$ cat config.mk
export PLATFORM = sky130hd
export DESIGN_NAME = psmdp_top
export DESIGN_NICKNAME = d
export VERILOG_FILES = /design/src/core/psmdp_pkg.sv /design/src/core/psmdp_stream_if.sv /design/src/core/psmdp_fifo.sv /design/src/core/psmdp_top.sv
export SDC_FILE = /design/constraint.sdc
export NUM_CORES = 1
export LEC_CHECK = 0
export ABC_AREA = 1
export ABC_CLOCK_PERIOD_IN_PS = 5380
export BUFFER_PORTS_ARGS = -buffer_cell sky130_fd_sc_hd__buf_4
export CAP_MARGIN = 30
export CORE_MARGIN = 2
export CORE_UTILIZATION = 40
export CTS_CLUSTER_SIZE = 8
export DETAILED_ROUTE_END_ITERATION = 10
export GPL_TIMING_DRIVEN = 0
export PLACE_DENSITY_LB_ADDON = 0.3
export SYNTH_ARGS = -nofsm -noshare
export SYNTH_HDL_FRONTEND = slang
export SYNTH_SLANG_ARGS = --single-unit
$ cat constraint.sdc
create_clock -name CLK -period 5.38 [get_ports CLK]
set_input_delay 0.538 -clock CLK [delete_from_list [all_inputs] [get_ports CLK]]
set_output_delay 0.538 -clock CLK [all_outputs]
set_load 0.01 [all_outputs]
$ cat src/core/psmdp_pkg.sv
/*
  psmdp_pkg: constants shared by the strap latch and MAC data port block.
  Assumes a 50 MHz system clock and a slower link clock sampled by it.
*/
package psmdp_pkg;

  // --------------------------------------------------------------------
  // timing
  // --------------------------------------------------------------------
  localparam int CLK_HZ = 50_000_000;
  localparam int SYNC_DEPTH_CYC = 2;
  // pins settle through the synchroniser before the straps are taken
  localparam logic [1:0] STRAP_SETTLE_CYC = 2'(SYNC_DEPTH_CYC);

  // --------------------------------------------------------------------
  // dual-purpose pin positions (receive side of the MAC port)
  // --------------------------------------------------------------------
  localparam int PIN_W = 7;
  localparam int PIN_RXD0 = 0;
  localparam int PIN_RXDV = 4;
  localparam int MGMT_ADDR_STRAP_BIT0_POS = 0;
  localparam int MGMT_ADDR_STRAP_BIT1_POS = 1;
  localparam int MGMT_ADDR_STRAP_BIT2_POS = 2;
  localparam int IF_MODE_STRAP_BIT0_POS = 3;
  localparam int IF_MODE_STRAP_BIT1_POS = 4;
  localparam int IF_MODE_STRAP_BIT2_POS = 5;
  localparam int ISO_STRAP_POS = 6;

  // --------------------------------------------------------------------
  // strap values and modes
  // --------------------------------------------------------------------
  localparam logic [1:0] MGMT_ADDR_HI = 2'h0;
  localparam logic [2:0] MGMT_ADDR_RST = 3'h1;
  localparam logic [2:0] MODE_CODE_MII = 3'h0;
  localparam logic [2:0] MODE_CODE_RMII = 3'h1;
  localparam logic [2:0] MODE_CODE_LOOP = 3'h4;
  localparam logic ISO_RST = 1'b0;

  typedef enum logic [1:0] {MD_MII, MD_RMII, MD_LOOP, MD_RSVD} psmdp_mode_t;
  typedef enum logic [1:0] {ST_WAIT, ST_LATCH, ST_RUN} psmdp_state_t;

  // --------------------------------------------------------------------
  // register map
  // --------------------------------------------------------------------
  localparam logic [7:0] OFS_CTRL0 = 8'h00;
  localparam logic [7:0] OFS_STATUS = 8'h04;
  localparam int CTRL0_ISO_BIT = 10;
  localparam int STAT_ADDR_LSB = 0;
  localparam int STAT_MODE_LSB = 8;
  localparam int STAT_RSVD_BIT = 11;
  localparam int STAT_DONE_BIT = 15;
  localparam logic [1:0] RESP_OKAY = 2'h0;
  localparam logic [1:0] RESP_SLVERR = 2'h2;

  // --------------------------------------------------------------------
  // data path
  // --------------------------------------------------------------------
  localparam int BYTE_W = 8;
  localparam int FIFO_W = 9;
  localparam int FIFO_DEPTH = 4;

endpackage : psmdp_pkg

$ cat src/core/psmdp_stream_if.sv
/*
  psmdp_stream_if: valid/ready word stream between the block's modules.
  Assumes both ends share one clock; data moves when valid and ready are high.
*/
interface psmdp_stream_if #(parameter int W = 9) ();
  logic [W-1:0] data;
  logic valid;
  logic ready;
  modport src (output data, output valid, input ready);
  modport snk (input data, input valid, output ready);
endinterface : psmdp_stream_if

$ cat src/core/psmdp_fifo.sv
/*
  psmdp_fifo: flip-flop FIFO with valid/ready on both sides.
  Assumes one clock and an asynchronous active-high reset.
*/
module psmdp_fifo #(
  parameter int W = 9,
  parameter int DEPTH = 4
) (
  input wire logic clk,      // system clock
  input wire logic rst,      // async reset, active high
  psmdp_stream_if.snk in_s,  // filling side
  psmdp_stream_if.src out_s  // draining side
);
  localparam int AW = (DEPTH > 1) ? $clog2(DEPTH) : 1;

  if (DEPTH < 2) begin : g_chk
    $error("psmdp_fifo needs DEPTH of at least 2");
  end

  logic [W-1:0] mem_reg [DEPTH];
  logic [W-1:0] mem_next [DEPTH];
  logic [AW-1:0] wr_reg, wr_next, rd_reg, rd_next;
  logic [AW:0] cnt_reg, cnt_next;
  logic push, pop;

  assign in_s.ready = (cnt_reg != (AW+1)'(DEPTH));
  assign out_s.valid = (cnt_reg != '0);
  assign out_s.data = mem_reg[rd_reg];
  assign push = in_s.valid && in_s.ready;
  assign pop = out_s.valid && out_s.ready;

  always_comb begin
    wr_next = wr_reg;
    rd_next = rd_reg;
    cnt_next = cnt_reg;
    if (push) begin
      wr_next = (wr_reg == AW'(DEPTH - 1)) ? '0 : wr_reg + 1'b1;
    end
    if (pop) begin
      rd_next = (rd_reg == AW'(DEPTH - 1)) ? '0 : rd_reg + 1'b1;
    end
    if (push && !pop) begin
      cnt_next = cnt_reg + 1'b1;
    end else if (pop && !push) begin
      cnt_next = cnt_reg - 1'b1;
    end
  end

  always_ff @(posedge clk or posedge rst) begin
    if (rst) begin
      wr_reg <= '0;
      rd_reg <= '0;
      cnt_reg <= '0;
    end else begin
      wr_reg <= wr_next;
      rd_reg <= rd_next;
      cnt_reg <= cnt_next;
    end
  end

  for (genvar i = 0; i < DEPTH; i++) begin : g_mem
    always_comb begin
      mem_next[i] = (push && wr_reg == AW'(i)) ? in_s.data : mem_reg[i];
    end
    always_ff @(posedge clk or posedge rst) begin
      if (rst) begin
        mem_reg[i] <= '0;
      end else begin
        mem_reg[i] <= mem_next[i];
      end
    end
  end

endmodule : psmdp_fifo

$ cat src/core/psmdp_top.sv
/*
  psmdp_top: strap latch plus MII/RMII data port toward a MAC, with an
  AXI4-Lite register slave. Assumes LINK_CLK is the MII/RMII reference
  clock from outside, far slower than CLK, and that the strap pins carry
  weak pulls during reset.
*/
// Local design decisions: the register addresses and the AXI4-Lite interface to the registers.
module psmdp_top
  import psmdp_pkg::*;
#(
  parameter int DEPTH = FIFO_DEPTH
) (
  input wire logic CLK,                  // system clock, 50 MHz
  input wire logic RST,                  // async reset, active high
  input wire logic [7:0] S_AXI_AWADDR,   // write address
  input wire logic S_AXI_AWVALID,        // write address valid
  output logic S_AXI_AWREADY,            // write address ready
  input wire logic [31:0] S_AXI_WDATA,   // write data
  input wire logic [3:0] S_AXI_WSTRB,    // write byte strobes
  input wire logic S_AXI_WVALID,         // write data valid
  output logic S_AXI_WREADY,             // write data ready
  output logic [1:0] S_AXI_BRESP,        // write response
  output logic S_AXI_BVALID,             // write response valid
  input wire logic S_AXI_BREADY,         // write response ready
  input wire logic [7:0] S_AXI_ARADDR,   // read address
  input wire logic S_AXI_ARVALID,        // read address valid
  output logic S_AXI_ARREADY,            // read address ready
  output logic [31:0] S_AXI_RDATA,       // read data
  output logic [1:0] S_AXI_RRESP,        // read response
  output logic S_AXI_RVALID,             // read data valid
  input wire logic S_AXI_RREADY,         // read data ready
  input wire logic LINK_CLK,             // reference clock from outside
  output logic MII_CLK_OUT,              // rx/tx clock handed to the MAC
  input wire logic TX_EN,                // transmit enable from the MAC
  input wire logic [3:0] TXD,            // transmit data from the MAC
  input wire logic [PIN_W-1:0] PIN_I,    // strap / rx pins, level in
  output logic [PIN_W-1:0] PIN_O,        // strap / rx pins, level out
  output logic [PIN_W-1:0] PIN_OE,       // strap / rx pins, drive enable
  input wire logic [7:0] RX_BYTE,        // receive byte from line side
  input wire logic RX_LAST,              // last byte of a frame
  input wire logic RX_VALID,             // receive byte valid
  output logic RX_READY,                 // receive byte accepted
  output logic [7:0] TX_BYTE,            // assembled transmit byte
  output logic TX_BYTE_VALID,            // one-cycle pulse per byte
  output logic TX_FRAME_END,             // one-cycle pulse at enable fall
  output logic [4:0] MGMT_ADDR,          // latched management address
  output logic [2:0] IF_MODE,            // latched mode strap code
  output logic ISOLATE                   // isolate control bit
);

  if (DEPTH < 2) begin : g_chk
    $error("psmdp_top needs a FIFO depth of at least 2");
  end

  // ----------------------------------------------------------------------
  // synchronisers
  // ----------------------------------------------------------------------
  logic lk_s1_reg, lk_s1_next, lk_s2_reg, lk_s2_next, lk_q_reg, lk_q_next;
  logic ten_s1_reg, ten_s1_next, ten_s2_reg, ten_s2_next;
  logic [3:0] txd_s1_reg, txd_s1_next, txd_s2_reg, txd_s2_next;
  logic [PIN_W-1:0] pin_s1_reg, pin_s1_next, pin_s2_reg, pin_s2_next;
  logic lk_rise, lk_fall;

  always_comb begin
    lk_s1_next = LINK_CLK;
    lk_s2_next = lk_s1_reg;
    lk_q_next = lk_s2_reg;
    ten_s1_next = TX_EN;
    ten_s2_next = ten_s1_reg;
    txd_s1_next = TXD;
    txd_s2_next = txd_s1_reg;
    pin_s1_next = PIN_I;
    pin_s2_next = pin_s1_reg;
  end

  always_ff @(posedge CLK or posedge RST) begin
    if (RST) begin
      lk_s1_reg <= 1'b0;
      lk_s2_reg <= 1'b0;
      lk_q_reg <= 1'b0;
      ten_s1_reg <= 1'b0;
      ten_s2_reg <= 1'b0;
      txd_s1_reg <= 4'h0;
      txd_s2_reg <= 4'h0;
      pin_s1_reg <= '0;
      pin_s2_reg <= '0;
    end else begin
      lk_s1_reg <= lk_s1_next;
      lk_s2_reg <= lk_s2_next;
      lk_q_reg <= lk_q_next;
      ten_s1_reg <= ten_s1_next;
      ten_s2_reg <= ten_s2_next;
      txd_s1_reg <= txd_s1_next;
      txd_s2_reg <= txd_s2_next;
      pin_s1_reg <= pin_s1_next;
      pin_s2_reg <= pin_s2_next;
    end
  end

  assign lk_rise = lk_s2_reg && !lk_q_reg;
  assign lk_fall = !lk_s2_reg && lk_q_reg;
  // the MAC gets the clock as we see it, so our data edges line up with it
  assign MII_CLK_OUT = lk_q_reg;

  // ----------------------------------------------------------------------
  // strap capture
  // ----------------------------------------------------------------------
  psmdp_state_t st_reg, st_next;
  logic [1:0] settle_reg, settle_next;
  logic [2:0] addr_reg, addr_next;
  logic [2:0] mcode_reg, mcode_next;
  psmdp_mode_t mode;
  logic run, rmii, active;

  always_comb begin
    st_next = st_reg;
    settle_next = settle_reg;
    addr_next = addr_reg;
    mcode_next = mcode_reg;
    case (st_reg)
      ST_WAIT: begin
        settle_next = settle_reg + 1'b1;
        if (settle_reg == STRAP_SETTLE_CYC) begin
          st_next = ST_LATCH;
        end
      end
      ST_LATCH: begin
        addr_next = {pin_s2_reg[MGMT_ADDR_STRAP_BIT2_POS],
                     pin_s2_reg[MGMT_ADDR_STRAP_BIT1_POS],
                     pin_s2_reg[MGMT_ADDR_STRAP_BIT0_POS]};
        mcode_next = {pin_s2_reg[IF_MODE_STRAP_BIT2_POS],
                      pin_s2_reg[IF_MODE_STRAP_BIT1_POS],
                      pin_s2_reg[IF_MODE_STRAP_BIT0_POS]};
        st_next = ST_RUN;
      end
      default: begin
        st_next = ST_RUN;
      end
    endcase
  end

  always_ff @(posedge CLK or posedge RST) begin
    if (RST) begin
      st_reg <= ST_WAIT;
      settle_reg <= 2'h0;
      addr_reg <= MGMT_ADDR_RST;
      mcode_reg <= MODE_CODE_MII;
    end else begin
      st_reg <= st_next;
      settle_reg <= settle_next;
      addr_reg <= addr_next;
      mcode_reg <= mcode_next;
    end
  end

  always_comb begin
    if (mcode_reg == MODE_CODE_MII) begin
      mode = MD_MII;
    end else if (mcode_reg == MODE_CODE_RMII) begin
      mode = MD_RMII;
    end else if (mcode_reg == MODE_CODE_LOOP) begin
      mode = MD_LOOP;
    end else begin
      mode = MD_RSVD;
    end
  end

  logic iso_reg, iso_next;
  assign run = (st_reg == ST_RUN);
  assign rmii = (mode == MD_RMII);
  // reserved codes leave the data port quiet rather than guess a mode
  assign active = run && !iso_reg && (mode != MD_RSVD);
  assign MGMT_ADDR = {MGMT_ADDR_HI, addr_reg};
  assign IF_MODE = mcode_reg;
  assign ISOLATE = iso_reg;

  // ----------------------------------------------------------------------
  // receive FIFO
  // ----------------------------------------------------------------------
  psmdp_stream_if #(.W(FIFO_W)) fin ();
  psmdp_stream_if #(.W(FIFO_W)) fout ();
  logic [7:0] txb_reg, txb_next;
  logic txv_reg, txv_next;

  // loopback feeds assembled transmit bytes back; they carry no frame end
  assign fin.data = (mode == MD_LOOP) ? {1'b0, txb_reg} : {RX_LAST, RX_BYTE};
  assign fin.valid = (mode == MD_LOOP) ? txv_reg : RX_VALID;
  assign RX_READY = (mode != MD_LOOP) && fin.ready;

  psmdp_fifo #(.W(FIFO_W), .DEPTH(DEPTH)) u_fifo (
    .clk(CLK),
    .rst(RST),
    .in_s(fin),
    .out_s(fout)
  );

  // ----------------------------------------------------------------------
  // receive serialiser, changes data on the falling link edge
  // ----------------------------------------------------------------------
  logic [7:0] rsh_reg, rsh_next;
  logic [1:0] rcnt_reg, rcnt_next;
  logic gap_reg, gap_next;
  logic [3:0] rxd_reg, rxd_next;
  logic rxdv_reg, rxdv_next;

  assign fout.ready = lk_fall && active && rcnt_reg == 2'h0 && !gap_reg;

  always_comb begin
    rsh_next = rsh_reg;
    rcnt_next = rcnt_reg;
    gap_next = gap_reg;
    rxd_next = rxd_reg;
    rxdv_next = rxdv_reg;
    if (!active) begin
      rcnt_next = 2'h0;
      gap_next = 1'b0;
      rxdv_next = 1'b0;
      rxd_next = 4'h0;
    end else if (lk_fall) begin
      if (rcnt_reg != 2'h0) begin
        rxd_next = rmii ? {2'h0, rsh_reg[1:0]} : rsh_reg[3:0];
        rsh_next = rmii ? {2'h0, rsh_reg[7:2]} : {4'h0, rsh_reg[7:4]};
        rcnt_next = rcnt_reg - 1'b1;
        rxdv_next = 1'b1;
      end else if (gap_reg) begin
        // one idle symbol between frames
        gap_next = 1'b0;
        rxdv_next = 1'b0;
        rxd_next = 4'h0;
      end else if (fout.valid) begin
        rxd_next = rmii ? {2'h0, fout.data[1:0]} : fout.data[3:0];
        rsh_next = rmii ? {2'h0, fout.data[7:2]} : {4'h0, fout.data[7:4]};
        rcnt_next = rmii ? 2'h3 : 2'h1;
        gap_next = fout.data[BYTE_W];
        rxdv_next = 1'b1;
      end else begin
        rxdv_next = 1'b0;
        rxd_next = 4'h0;
      end
    end
  end

  always_ff @(posedge CLK or posedge RST) begin
    if (RST) begin
      rsh_reg <= 8'h00;
      rcnt_reg <= 2'h0;
      gap_reg <= 1'b0;
      rxd_reg <= 4'h0;
      rxdv_reg <= 1'b0;
    end else begin
      rsh_reg <= rsh_next;
      rcnt_reg <= rcnt_next;
      gap_reg <= gap_next;
      rxd_reg <= rxd_next;
      rxdv_reg <= rxdv_next;
    end
  end

  always_comb begin
    PIN_O = '0;
    PIN_O[PIN_RXD0 +: 4] = rxd_reg;
    PIN_O[PIN_RXDV] = rxdv_reg;
    // pins stay inputs until the straps are in, and float while isolated
    PIN_OE = {PIN_W{run && !iso_reg}};
  end

  // ----------------------------------------------------------------------
  // transmit deserialiser, samples on the rising link edge
  // ----------------------------------------------------------------------
  logic [7:0] tacc_reg, tacc_next, tacc_new;
  logic [1:0] tcnt_reg, tcnt_next;
  logic tprev_reg, tprev_next;
  logic tend_reg, tend_next;

  always_comb begin
    tacc_next = tacc_reg;
    tcnt_next = tcnt_reg;
    tprev_next = tprev_reg;
    txb_next = txb_reg;
    txv_next = 1'b0;
    tend_next = 1'b0;
    tacc_new = rmii ? {txd_s2_reg[1:0], tacc_reg[7:2]} : {txd_s2_reg, tacc_reg[7:4]};
    if (!active) begin
      tcnt_next = 2'h0;
      tprev_next = 1'b0;
    end else if (lk_rise) begin
      tprev_next = ten_s2_reg;
      if (ten_s2_reg) begin
        tacc_next = tacc_new;
        if (tcnt_reg == (rmii ? 2'h3 : 2'h1)) begin
          txb_next = tacc_new;
          txv_next = 1'b1;
          tcnt_next = 2'h0;
        end else begin
          tcnt_next = tcnt_reg + 1'b1;
        end
      end else begin
        // a partial byte at enable fall is dropped
        tcnt_next = 2'h0;
        tend_next = tprev_reg;
      end
    end
  end

  always_ff @(posedge CLK or posedge RST) begin
    if (RST) begin
      tacc_reg <= 8'h00;
      tcnt_reg <= 2'h0;
      tprev_reg <= 1'b0;
      txb_reg <= 8'h00;
      txv_reg <= 1'b0;
      tend_reg <= 1'b0;
    end else begin
      tacc_reg <= tacc_next;
      tcnt_reg <= tcnt_next;
      tprev_reg <= tprev_next;
      txb_reg <= txb_next;
      txv_reg <= txv_next;
      tend_reg <= tend_next;
    end
  end

  assign TX_BYTE = txb_reg;
  assign TX_BYTE_VALID = txv_reg;
  assign TX_FRAME_END = tend_reg;

  // ----------------------------------------------------------------------
  // register writes
  // ----------------------------------------------------------------------
  logic awh_reg, awh_next, wh_reg, wh_next, bv_reg, bv_next;
  logic [7:0] awa_reg, awa_next;
  logic [31:0] wd_reg, wd_next;
  logic [3:0] ws_reg, ws_next;
  logic [1:0] br_reg, br_next;

  assign S_AXI_AWREADY = !awh_reg;
  assign S_AXI_WREADY = !wh_reg;

  always_comb begin
    awh_next = awh_reg;
    awa_next = awa_reg;
    wh_next = wh_reg;
    wd_next = wd_reg;
    ws_next = ws_reg;
    bv_next = bv_reg;
    br_next = br_reg;
    iso_next = iso_reg;
    if (S_AXI_AWVALID && !awh_reg) begin
      awh_next = 1'b1;
      awa_next = {S_AXI_AWADDR[7:2], 2'h0};
    end
    if (S_AXI_WVALID && !wh_reg) begin
      wh_next = 1'b1;
      wd_next = S_AXI_WDATA;
      ws_next = S_AXI_WSTRB;
    end
    if (bv_reg && S_AXI_BREADY) begin
      bv_next = 1'b0;
    end
    if (awh_reg && wh_reg && !bv_reg) begin
      awh_next = 1'b0;
      wh_next = 1'b0;
      bv_next = 1'b1;
      if (awa_reg == OFS_CTRL0) begin
        br_next = RESP_OKAY;
        if (ws_reg[1]) begin
          iso_next = wd_reg[CTRL0_ISO_BIT];
        end
      end else if (awa_reg == OFS_STATUS) begin
        br_next = RESP_OKAY;
      end else begin
        br_next = RESP_SLVERR;
      end
    end
    // the strap outranks any write that lands in the capture cycle
    if (st_reg == ST_LATCH) begin
      iso_next = pin_s2_reg[ISO_STRAP_POS];
    end
  end

  always_ff @(posedge CLK or posedge RST) begin
    if (RST) begin
      awh_reg <= 1'b0;
      awa_reg <= 8'h00;
      wh_reg <= 1'b0;
      wd_reg <= 32'h0;
      ws_reg <= 4'h0;
      bv_reg <= 1'b0;
      br_reg <= RESP_OKAY;
      iso_reg <= ISO_RST;
    end else begin
      awh_reg <= awh_next;
      awa_reg <= awa_next;
      wh_reg <= wh_next;
      wd_reg <= wd_next;
      ws_reg <= ws_next;
      bv_reg <= bv_next;
      br_reg <= br_next;
      iso_reg <= iso_next;
    end
  end

  assign S_AXI_BVALID = bv_reg;
  assign S_AXI_BRESP = br_reg;

  // ----------------------------------------------------------------------
  // register reads
  // ----------------------------------------------------------------------
  logic rv_reg, rv_next;
  logic [31:0] rd_reg, rd_next;
  logic [1:0] rr_reg, rr_next;
  logic [7:0] ra;

  assign S_AXI_ARREADY = !rv_reg;
  assign ra = {S_AXI_ARADDR[7:2], 2'h0};

  always_comb begin
    rv_next = rv_reg;
    rd_next = rd_reg;
    rr_next = rr_reg;
    if (rv_reg && S_AXI_RREADY) begin
      rv_next = 1'b0;
    end
    if (S_AXI_ARVALID && !rv_reg) begin
      rv_next = 1'b1;
      rd_next = 32'h0;
      rr_next = RESP_OKAY;
      if (ra == OFS_CTRL0) begin
        rd_next[CTRL0_ISO_BIT] = iso_reg;
      end else if (ra == OFS_STATUS) begin
        rd_next[STAT_ADDR_LSB +: 5] = MGMT_ADDR;
        rd_next[STAT_MODE_LSB +: 3] = mcode_reg;
        rd_next[STAT_RSVD_BIT] = (mode == MD_RSVD);
        rd_next[STAT_DONE_BIT] = run;
      end else begin
        rr_next = RESP_SLVERR;
      end
    end
  end

  always_ff @(posedge CLK or posedge RST) begin
    if (RST) begin
      rv_reg <= 1'b0;
      rd_reg <= 32'h0;
      rr_reg <= RESP_OKAY;
    end else begin
      rv_reg <= rv_next;
      rd_reg <= rd_next;
      rr_reg <= rr_next;
    end
  end

  assign S_AXI_RVALID = rv_reg;
  assign S_AXI_RDATA = rd_reg;
  assign S_AXI_RRESP = rr_reg;

endmodule : psmdp_top

Word-level counts from Yosys, hierarchy flattened
Cells that the tools add are included.
Operators by class
  $add $sub $neg: 7
  bitwise gates (word level): 1
  eq/ne operators: 25
  muxes and demuxes: 80
  order comparisons: 1
  reduce and logical (&&, ||, !) cells: 56
Operators by type and width (number)
  2-to-1 mux 2 bit: 21
  2-to-1 mux 1 bit: 37
  2-to-1 mux 4 bit: 8
  2-to-1 mux 8 bit: 4
  2-to-1 mux 9 bit: 3
  logical AND 1 bit: 23
  nonzero test 2 bit: 10
  binary-select mux 9 bit (select 2 bit): 1
  logical NOT 8 bit: 2
  == test 2 bit, second input constant: 7
  == test 6 x 1 -> 1 bit, second input constant: 2
  2-to-1 mux 3 bit: 4
  2-to-1 mux 6 bit: 2
  != test 2 bit, second input constant: 6
  logical NOT 1 bit: 10
  AND reduction 3 bit: 3
  adder 2 x 1 -> 2 bit, second input constant: 4
  AND reduction 4 bit: 2
  == test 2 x 1 -> 1 bit, second input constant: 3
  logical NOT 2 bit: 3
  adder 3 x 1 -> 3 bit, second input constant: 1
  == test 3 x 1 -> 1 bit, second input constant: 1
  == test 3 bit, second input constant: 1
  >= comparator 3 bit, second input constant: 1
  other kinds (11): 11
Storage, ports and cells
  bits of input ports: 82
  bits in registers: 155
  output and inout port bits: 76

Depth between registers and ports, before layout
Gate-level depths: netlist of run 1.
  word-level depth: 13
  depth in mapped cells: 13

By module
A second synthesis of run 1 with hierarchy kept.
Unflattened totals
  cell total of the unflattened synthesis: 728
  area total of the unflattened synthesis: 6412.4 µm²
By module, submodules not included
  psmdp_top: cells an instance 449, area each 4126.5 µm², instances 1
  psmdp_fifo: cells an instance 279, area each 2285.9 µm², instances 1

Worst setup path before layout of run 1
Ideal clock, no wire load.
  path kind: register to register
  start: register mcode_reg[0] (netlist: IF_MODE[0])
  end: register u_fifo.cnt_reg[2]
  required time: 5.301 ns
  arrival time: 1.978 ns
  clock period less this slack: 2.058 ns
  stages on the path, launching flop included: 14
  slack: 3.322 ns
  cells stage by stage: dfrtp_1 inv_2 nand3_4 inv_4 nand2_8 nand3_1 inv_2 ha_1 inv_1 fa_1 nor2_1 nor2_1 nand2_1 xor2_1
On the way
  elaborated cells on any way between the ends: 21
  classes of those cells: 4 x eq/ne; 5 x mux; 12 x reduce/logical
RTL lines
  start, declared: RTL line psmdp_top.sv:111  | logic [2:0] mcode_reg, mcode_next;
  start signal, assigned: RTL line psmdp_top.sv:152  | mcode_reg <= mcode_next;
  == test 3 bit: RTL line psmdp_top.sv:161  | end else if (mcode_reg == MODE_CODE_LOOP) begin
  2-to-1 mux 1 bit: RTL line psmdp_top.sv:161
  2-to-1 mux 2 bit: RTL line psmdp_top.sv:159  | end else if (mcode_reg == MODE_CODE_RMII) begin
  2-to-1 mux 2 bit *: RTL line psmdp_top.sv:157  | if (mcode_reg == MODE_CODE_MII) begin
  == test 2 bit *: RTL line psmdp_top.sv:187  | assign fin.valid = (mode == MD_LOOP) ? txv_reg : RX_VALID;
  2-to-1 mux 1 bit *: RTL line psmdp_top.sv:187
  logical AND 1 bit *: RTL line psmdp_fifo.sv:29  | assign push = in_s.valid && in_s.ready;
  net u_fifo.push: RTL line psmdp_fifo.sv:24  | logic push, pop;
  logical NOT 1 bit: RTL line psmdp_fifo.sv:44  | end else if (pop && !push) begin
  logical AND 1 bit: RTL line psmdp_fifo.sv:44
  nonzero test 2 bit (no line)
  end signal, assigned: RTL line psmdp_fifo.sv:57  | cnt_reg <= cnt_next;
  end, declared: RTL line psmdp_fifo.sv:23  | logic [AW:0] cnt_reg, cnt_next;
The timed path passes the listed nets; every way through them passes the cells marked *.
A chain may end at the register's enable or synchronous reset.

Final worst setup path of run 1
  start: register st_reg[0]
  end: register u_fifo.cnt_reg[1]
On the way
  word-level cells in the longest chain between the ends: 10
  elaborated cells on any way between the ends: 12
  classes of those cells: 1 x eq/ne; 1 x mux; 10 x reduce/logical
Ends and longest elaborated chain
  start, declared: RTL line psmdp_top.sv:108  | psmdp_state_t st_reg, st_next;
  start signal, assigned: RTL line psmdp_top.sv:149  | st_reg <= st_next;
  == test 2 bit: RTL line psmdp_top.sv:169  | assign run = (st_reg == ST_RUN);
  logical AND 1 bit (2 in a row): RTL line psmdp_top.sv:172  | assign active = run && !iso_reg && (mode != MD_RSVD);
  logical AND 1 bit (3 in a row): RTL line psmdp_top.sv:206  | assign fout.ready = lk_fall && active && rcnt_reg == 2'h0 && !gap_reg;
  logical AND 1 bit: RTL line psmdp_fifo.sv:30  | assign pop = out_s.valid && out_s.ready;
  logical NOT 1 bit: RTL line psmdp_fifo.sv:42  | if (push && !pop) begin
  logical AND 1 bit: RTL line psmdp_fifo.sv:42
  2-to-1 mux 3 bit: RTL line psmdp_fifo.sv:42
  net u_fifo.cnt_next[1]: RTL line psmdp_fifo.sv:23
The timed path passes the listed nets, and every way through them passes these cells.

==> metrics.md, run 1 <==
| Metric | Value |
|---|---|
| Final Max Tran Viols | `0` |
| Tot Pwr | `3.58 mW` |
| Avg WL per Cell | `13.4 microns` |
| Crit path capture type | `register` |
| Syn Area/Cell | `8.68 sq um` |
| Routed via count | `5032` |
| Max-Cap Viols | `0` |
| Met3 wire length | `910 microns` |
| Worst-margin pin slew | `0.558 ns` |
| Sum of net half-perimeters after detailed placement | `10700 microns` |
| Hold buffer count at cts | `0` |
| Setup TNS | `0 ns` |
| Post-layout nets | `970` |
| Synth Flop Type | `dfrtp_1` |
| Initial antenna violation count | `0` |
| Synth Instances | `742` |
| Residual DRC | `0` |
| Max reg flops | `36` |
| Fin crit share | `0.441` |
| # resized after CTS | `0` |
| P_leak | `4.39 nW` |
| Seq/Total Area, Yosys | `0.528` |
| Global placement routability congestion | `0.836` |
| Final WL | `14900 microns` |
| Number of synthesized register bits | `136` |
| Synth top cells by count | `nand2_1, dfrtp_1, inv_1` |
| Synth top area cells | `dfrtp_1, nand2_1, buf_4` |
| Global-route wire length before repair | `24200 microns` |
| Initial core utilization | `0.407` |
| Run status | `finished, final reports clean` |
| PwrDens | `441 nW/um^2` |
| Fmax | `421 MHz` |
| Clock buffer depth | `2` |
| Worst slew margin | `0.628` |
| Share of the synthesized area in the top cell type | `0.524` |
| Area of the core | `15800 sq um` |
| Worst-Skew Late Latency | `0.42 ns` |
| Metal-1 WL | `6340 microns` |
| R2R cell count | `11` |
| 1st-pass router iterations | `4` |
| # clock sinks | `136` |
| Worst-path clk slew | `0.06 ns` |
| Post-synthesis cell area | `6440 sq um` |
| EDFF count, synth | `0` |
| Final min period | `2.37 ns` |
| DIE WIDTH | `131 microns` |
| Unique masters post-synth | `43` |
| Grt ovf | `0` |
| Core Rows | `46` |
| CTS tree | `done` |
| Largest area contributor in the netlist | `dfrtp_1` |
| Final hold viol count | `0` |
| Antenna Nets Post-Route | `0` |
| Largest net degree at the start of global routing | `76` |
| HP Class | `input pin to async pin` |
| Share of cells above drive strength 1 | `0.257` |
| Setup-failing EPs final | `0` |
| Die Area | `17100 sq um` |
| Post-CTS setup buffers | `0` |
| Boundary Pins | `158` |
| Unrepaired setup endpoints after global routing | `false` |
| CP Launch Type | `register` |
| DR WL met2 | `7280 microns` |
| Worst clock skew | `0.00514 ns` |
| Peak supply drop | `0.252 mV` |
| Area delta synth->final | `25.8%` |
| PortBufs | `89` |
| Clock buffer count from CTS | `17` |
| Vias per cell | `4.54` |
| Hold_ws | `0.182 ns` |
| Arrival @ worst endpoint | `2.68 ns` |
| Top routing layer used | `met4` |
| Crit-path max FO | `9` |
| Clk root buf | `clkbuf_16` |
| Initial DRC count | `310` |
| Total track usage | `0.186` |
| H-tree depth | `4` |
| Asr flop ratio synth | `1.00` |
| Crit Path Class | `register to register` |
| Most common cell in the netlist | `nand2_1` |
| CP Data Required Time | `5.69 ns` |
| Die H | `131 microns` |
| Yosys warnings | `0` |
| Vias in the first global route | `4893` |
| Diode count | `0` |
## placed cells by master (no fill, tap or decap), types with 7 or more instances in the layout
cell type	synthesis	layout
ha_1	7	7
dfrtp_1	135	135
nand2_1	291	291
o21ai_0	26	26
o21ai_2	7	7
inv_2	14	14
nand3_1	32	32
buf_4	40	129
nand2_2	7	7
conb_1	1	30
nor2_1	38	38
nand4_1	7	7
a21oi_1	15	15
clkbuf_16	0	17
inv_1	56	55
o21ai_1	14	14
## area by class of cell
cell class	instances	area [sq um]
fillers	1515	7730
flip-flops and latches	136	3400
clock inverters	14	154
inverters	74	299
repair buffers	90	696
well taps	216	270
plain buffers	52	389
multi-input cells	509	2460
clock buffers	17	425
## worst paths after layout
| check | startpoint | slack, ns | endpoint |
|---|---|---|---|
| min in group CLK | PIN_I[1] | 0.22 | pin_s1_reg[1] |
| min reg2reg | pin_s1_reg[5] | 0.35 | pin_s2_reg[5] |
| max reg2reg | st_reg[0] | 3.01 | u_fifo.cnt_reg[1] |
| max in group asynchronous | RST | 4.43 | u_fifo.mem_reg[24] |
| min | RST | 0.18 | u_fifo.wr_reg[1] |
| max | st_reg[0] | 3.01 | u_fifo.cnt_reg[1] |
## power breakdown
part	total (mW)	internal, mW	switching [mW]	leakage (nW)
Combinational	1.03	0.400	0.632	2.42
Sequential	1.40	1.26	0.140	1.69
Clock	1.14	0.682	0.463	0.275
Total	3.58	2.34	1.24	4.39
## logic make-up (layout without fill, tap and decap cells)
| family | after synthesis | after routing | synth area share |
|---|---|---|---|
| AND/OR/NAND/NOR | 398 | 398 | 0.280 |
| flip-flops | 136 | 136 | 0.528 |
| buffers and inverters | 126 | 247 | 0.106 |
| AO/OA/AOI/OAI | 66 | 66 | 0.0567 |
| adder cells (fa/ha/maj) | 8 | 8 | 0.0167 |
| multiplexers | 4 | 4 | 0.00699 |
| XOR/XNOR | 3 | 3 | 0.00408 |
| other | 1 | 30 | 0.000582 |
## routing by layer
layer | vias to the layer above | GRT usage
met5 | - | 0
met4 | 0 | 0.0801
met3 | 26 | 0.0525
met2 | 127 | 0.304
met1 | 2348 | 0.234
li1 | 2531 | -
## metrics by stage
step	setup WS [ns]	instances	util	instance area, sq um
2_1_floorplan	1.20	771	-	6550
3_3_place_gp	-0.411	1076	0.473	7490
3_5_place_dp	3.01	1077	0.475	7520
4_1_cts	2.99	1108	0.512	8100
5_1_grt	2.78	1108	0.512	8100
6_report	3.01	1108	0.512	8100
## worst max-delay path, stage by stage (launching register included)
cell	delay [ns]
dfrtp_1	0.41
inv_1	0.06
nand2_1	0.09
nor2_4	0.32
nand2_4	0.18
nor2_8	0.18
nand2_2	0.12
ha_1	0.22
inv_1	0.12
fa_1	0.39
nor2_1	0.10
a21oi_1	0.05
Power figures use the tool's default switching activity.
==> inputs of run 2 (changes only) <==
--- a/config.mk
+++ b/config.mk
@@ -5,8 +5,8 @@
 export SDC_FILE = /design/constraint.sdc
 export NUM_CORES = 1
 export LEC_CHECK = 0
-export ABC_AREA = 1
-export ABC_CLOCK_PERIOD_IN_PS = 5380
+export ABC_AREA = 0
+export ABC_CLOCK_PERIOD_IN_PS = 2000
 export BUFFER_PORTS_ARGS = -buffer_cell sky130_fd_sc_hd__buf_4
 export CAP_MARGIN = 30
 export CORE_MARGIN = 2
==> constraint.sdc (replaced) <==
create_clock -name CLK -period 2 [get_ports CLK]
set_input_delay 0.2 -clock CLK [delete_from_list [all_inputs] [get_ports CLK]]
set_output_delay 0.2 -clock CLK [all_outputs]
set_load 0.01 [all_outputs]
==> metrics.md, run 2 <==
| Metric | Value |
|---|---|
| Run status | `complete, but fails checks` |
| Failing checks | `negative setup slack` |
| Commonest cells after routing, fill and taps aside | `buf_4, dfrtp_1, mux2_2, nand2_1, conb_1` |
| Sum of net half-perimeters after detailed placement | `9010 microns (-16%)` |
| Yosys warnings | `0 (unchanged)` |
| Grt ovf | `0 (unchanged)` |
| Initial antenna violation count | `0 (unchanged)` |
| Tot Pwr | `9.97 mW (+180%)` |
| EDFF count, synth | `0 (unchanged)` |
| Boundary Pins | `158 (unchanged)` |
| Worst-margin pin slew | `0.800 ns (+0.241 ns)` |
| Fillers | `1199 (-21%)` |
| Total track usage | `0.171 (-0.0157)` |
| Met3 wire length | `613 microns (-33%)` |
| 1st-pass router iterations | `4 (unchanged)` |
| Arrival @ worst endpoint | `2.45 ns (-0.23 ns)` |
| Asr flop ratio synth | `1.00 (unchanged)` |
| Die H | `126 microns (-3.4%)` |
| Setup slack after layout | `-0.143 ns (-3.15 ns)` |
| Post-layout nets | `727 (-25%)` |
| DR WL met2 | `6590 microns (-9.5%)` |
| Clock buffer count from CTS | `17 (unchanged)` |
| Clock buffer depth | `2 (unchanged)` |
| Top routing layer used | `met4` |
| Placed insts | `761 (-29%)` |
| P_leak | `3.88 nW (-12%)` |
| Post-synthesis cell area | `6000 sq um (-6.9%)` |
| Final WL | `13200 microns (-11%)` |
| Setup-failing EPs final | `9 (+9)` |
| Max-Cap Viols | `0 (unchanged)` |
| Final hold viol count | `0 (unchanged)` |
| PortBufs | `89 (unchanged)` |
| Cell area after layout | `8190 sq um (+1.1%)` |
| Fin crit share | `1.07 (+0.631)` |
| Peak supply drop | `0.682 mV (+170%)` |
| Global-route wire length before repair | `21100 microns (-13%)` |
| Vias per cell | `4.81 (+5.8%)` |
| Avg WL per Cell | `15.9 microns (+18%)` |
| Diode count | `0 (unchanged)` |
| CTS tree | `done` |
| Synth top cells by count | `dfrtp_1, mux2_2, buf_4` |
| Residual DRC | `0 (unchanged)` |
| # clock sinks | `136 (unchanged)` |
| Max reg flops | `36 (unchanged)` |
| Area delta synth->final | `36.6%` |
| Worst-path clk slew | `0.06 ns (about the same)` |
| Share of the synthesized area in the top cell type | `0.563 (+0.0389)` |
| Vias in the first global route | `4135 (-15%)` |
| HP Class | `input pin to register` |
| Seq/Total Area, Yosys | `0.568 (+0.0393)` |
| Worst-Skew Late Latency | `0.42 ns (about the same)` |
| Unique masters post-synth | `50 (+16%)` |
| Fin cells | `834 (-25%)` |
| Area of the core | `14600 sq um (-7.8%)` |
| Worst slew margin | `0.465 (-0.163)` |
| Initial core utilization | `0.411 (+0.00403)` |
| Clk root buf | `clkbuf_16` |
| Core Rows | `44 (-4.3%)` |
| Most common cell after layout, fill and taps aside | `buf_4` |
| Syn Area/Cell | `13.2 sq um (+51%)` |
| Final Max Tran Viols | `0 (unchanged)` |
| H-tree depth | `4 (unchanged)` |
| Number of synthesized register bits | `136 (unchanged)` |
| Synth Instances | `456 (-39%)` |
| Largest area contributor in the netlist | `dfrtp_1` |
| Setup TNS | `-0.267 ns (-0.267 ns)` |
| Fmax | `467 MHz (+11%)` |
| Die Area | `16000 sq um (-6.7%)` |
| Metal-1 WL | `5860 microns (-7.4%)` |
| Initial DRC count | `122 (-61%)` |
| CP Launch Type | `register` |
| Most common cell in the netlist | `dfrtp_1` |
| CP Data Required Time | `2.31 ns (-3.38 ns)` |
| Crit Path Class | `register to register` |
| Synth top area cells | `dfrtp_1, mux2_2, buf_4` |
| Routed via count | `4009 (-20%)` |
| Crit-path max FO | `2 (-7)` |
| Largest net degree at the start of global routing | `45 (-41%)` |
| Share of cells above drive strength 1 | `0.488 (+0.231)` |
| Synth Flop Type | `dfrtp_1` |
| Global placement routability congestion | `0.721 (-14%)` |
| PwrDens | `1220 nW/um^2 (+180%)` |
| Crit path capture type | `register` |
| Final min period | `2.14 ns (-0.230 ns)` |
| Worst clock skew | `0.00615 ns (+0.00100 ns)` |
| DIE WIDTH | `126 microns (-3.4%)` |
| Placed Area | `7110 sq um (-5.4%)` |
| Antenna Nets Post-Route | `0 (unchanged)` |
| Unrepaired setup endpoints after global routing | `true` |
[run 2: timing repair]
| action | 4_1_cts | 5_1_grt |
|---|---|---|
| setup endpoints to repair | 49 | 54 |
| gates cloned | 0 | 1 |
| hold buffers | 18 | 1 |
| pin swaps | 7 | 8 |
| endpoints found under the hold margin | 28 | 1 |
| setup buffers | 18 | 5 |
| gates resized for setup | 16 | 25 |
[run 2: layer usage]
metal  global-route usage  up-vias
li1                     -     1889
met1                0.214     2009
met2                0.287       96
met3               0.0481       15
met4               0.0556        0
met5                    0        -
[run 2: metrics by stage]
stage / setup slack (ns) / hold WS (ns) / utilization
after CTS: -0.161 / 0.000691 / 0.554
final: -0.143 / 0.0138 / 0.562
after global placement: -0.809 / 0.310 / 0.483
after detailed placement: -0.482 / 0.202 / 0.488
after global routing: -0.238 / 0.00358 / 0.562
after floorplan: -0.230 / 0.231 / -
[run 2: report_power, final]
group / switching, mW / total [mW] / internal [mW]
logic: 1.25 / 2.95 / 1.70
clock network: 1.21 / 3.04 / 1.84
registers: 0.496 / 3.98 / 3.48
[run 2: final timing paths]
path	startpoint	end	slack [ns]	depth (start not counted)
worst max register to register	rcnt_reg[1]	u_fifo.cnt_reg[1]	-0.14	7
min in group asynchronous	RST	S_AXI_RDATA[1]	0.31	3
worst min register to register	pin_s1_reg[3]	pin_s2_reg[3]	0.35	0
worst min-delay path	S_AXI_AWADDR[4]	awa_reg[4]	0.01	2
worst max-delay path	rcnt_reg[1]	u_fifo.cnt_reg[1]	-0.14	7
max in group asynchronous	RST	u_fifo.mem_reg[28]	0.91	5
[run 2: logic make-up (layout without fill, tap and decap cells)]
group,count (synthesis),count (layout),share of synthesized area
DFF,136,136,0.568
and+or+nand+nor,99,99,0.0918
muxes,96,96,0.201
buffers and inverters,69,234,0.0691
AOI/OAI and AO/OA,42,42,0.0449
adders and majority gates,8,8,0.0179
xor gates and xnor gates,5,5,0.00730
other,1,30,0.000625
[run 2: critical path, stage by stage (launching register included)]
cell and delay, ns:
dfrtp_1 0.39, or2_4 0.27, nor4_4 0.31, nand3_2 0.16, ha_4 0.19, inv_2 0.05
fa_1 0.39, mux2_2 0.27
[run 2: cell type report]
cell class                      instances  area, sq um  share of cell area
Multi-Input combinational cell        280         2440               0.297
Sequential cell                       136         3410               0.416
Tap cell                              184          230              0.0281
Clock inverter                         14          151              0.0185
Inverter                               14         56.3             0.00687
Timing Repair Buffer                  135         1100               0.134
Buffer                                 53          380              0.0464
Clock buffer                           18          429              0.0524
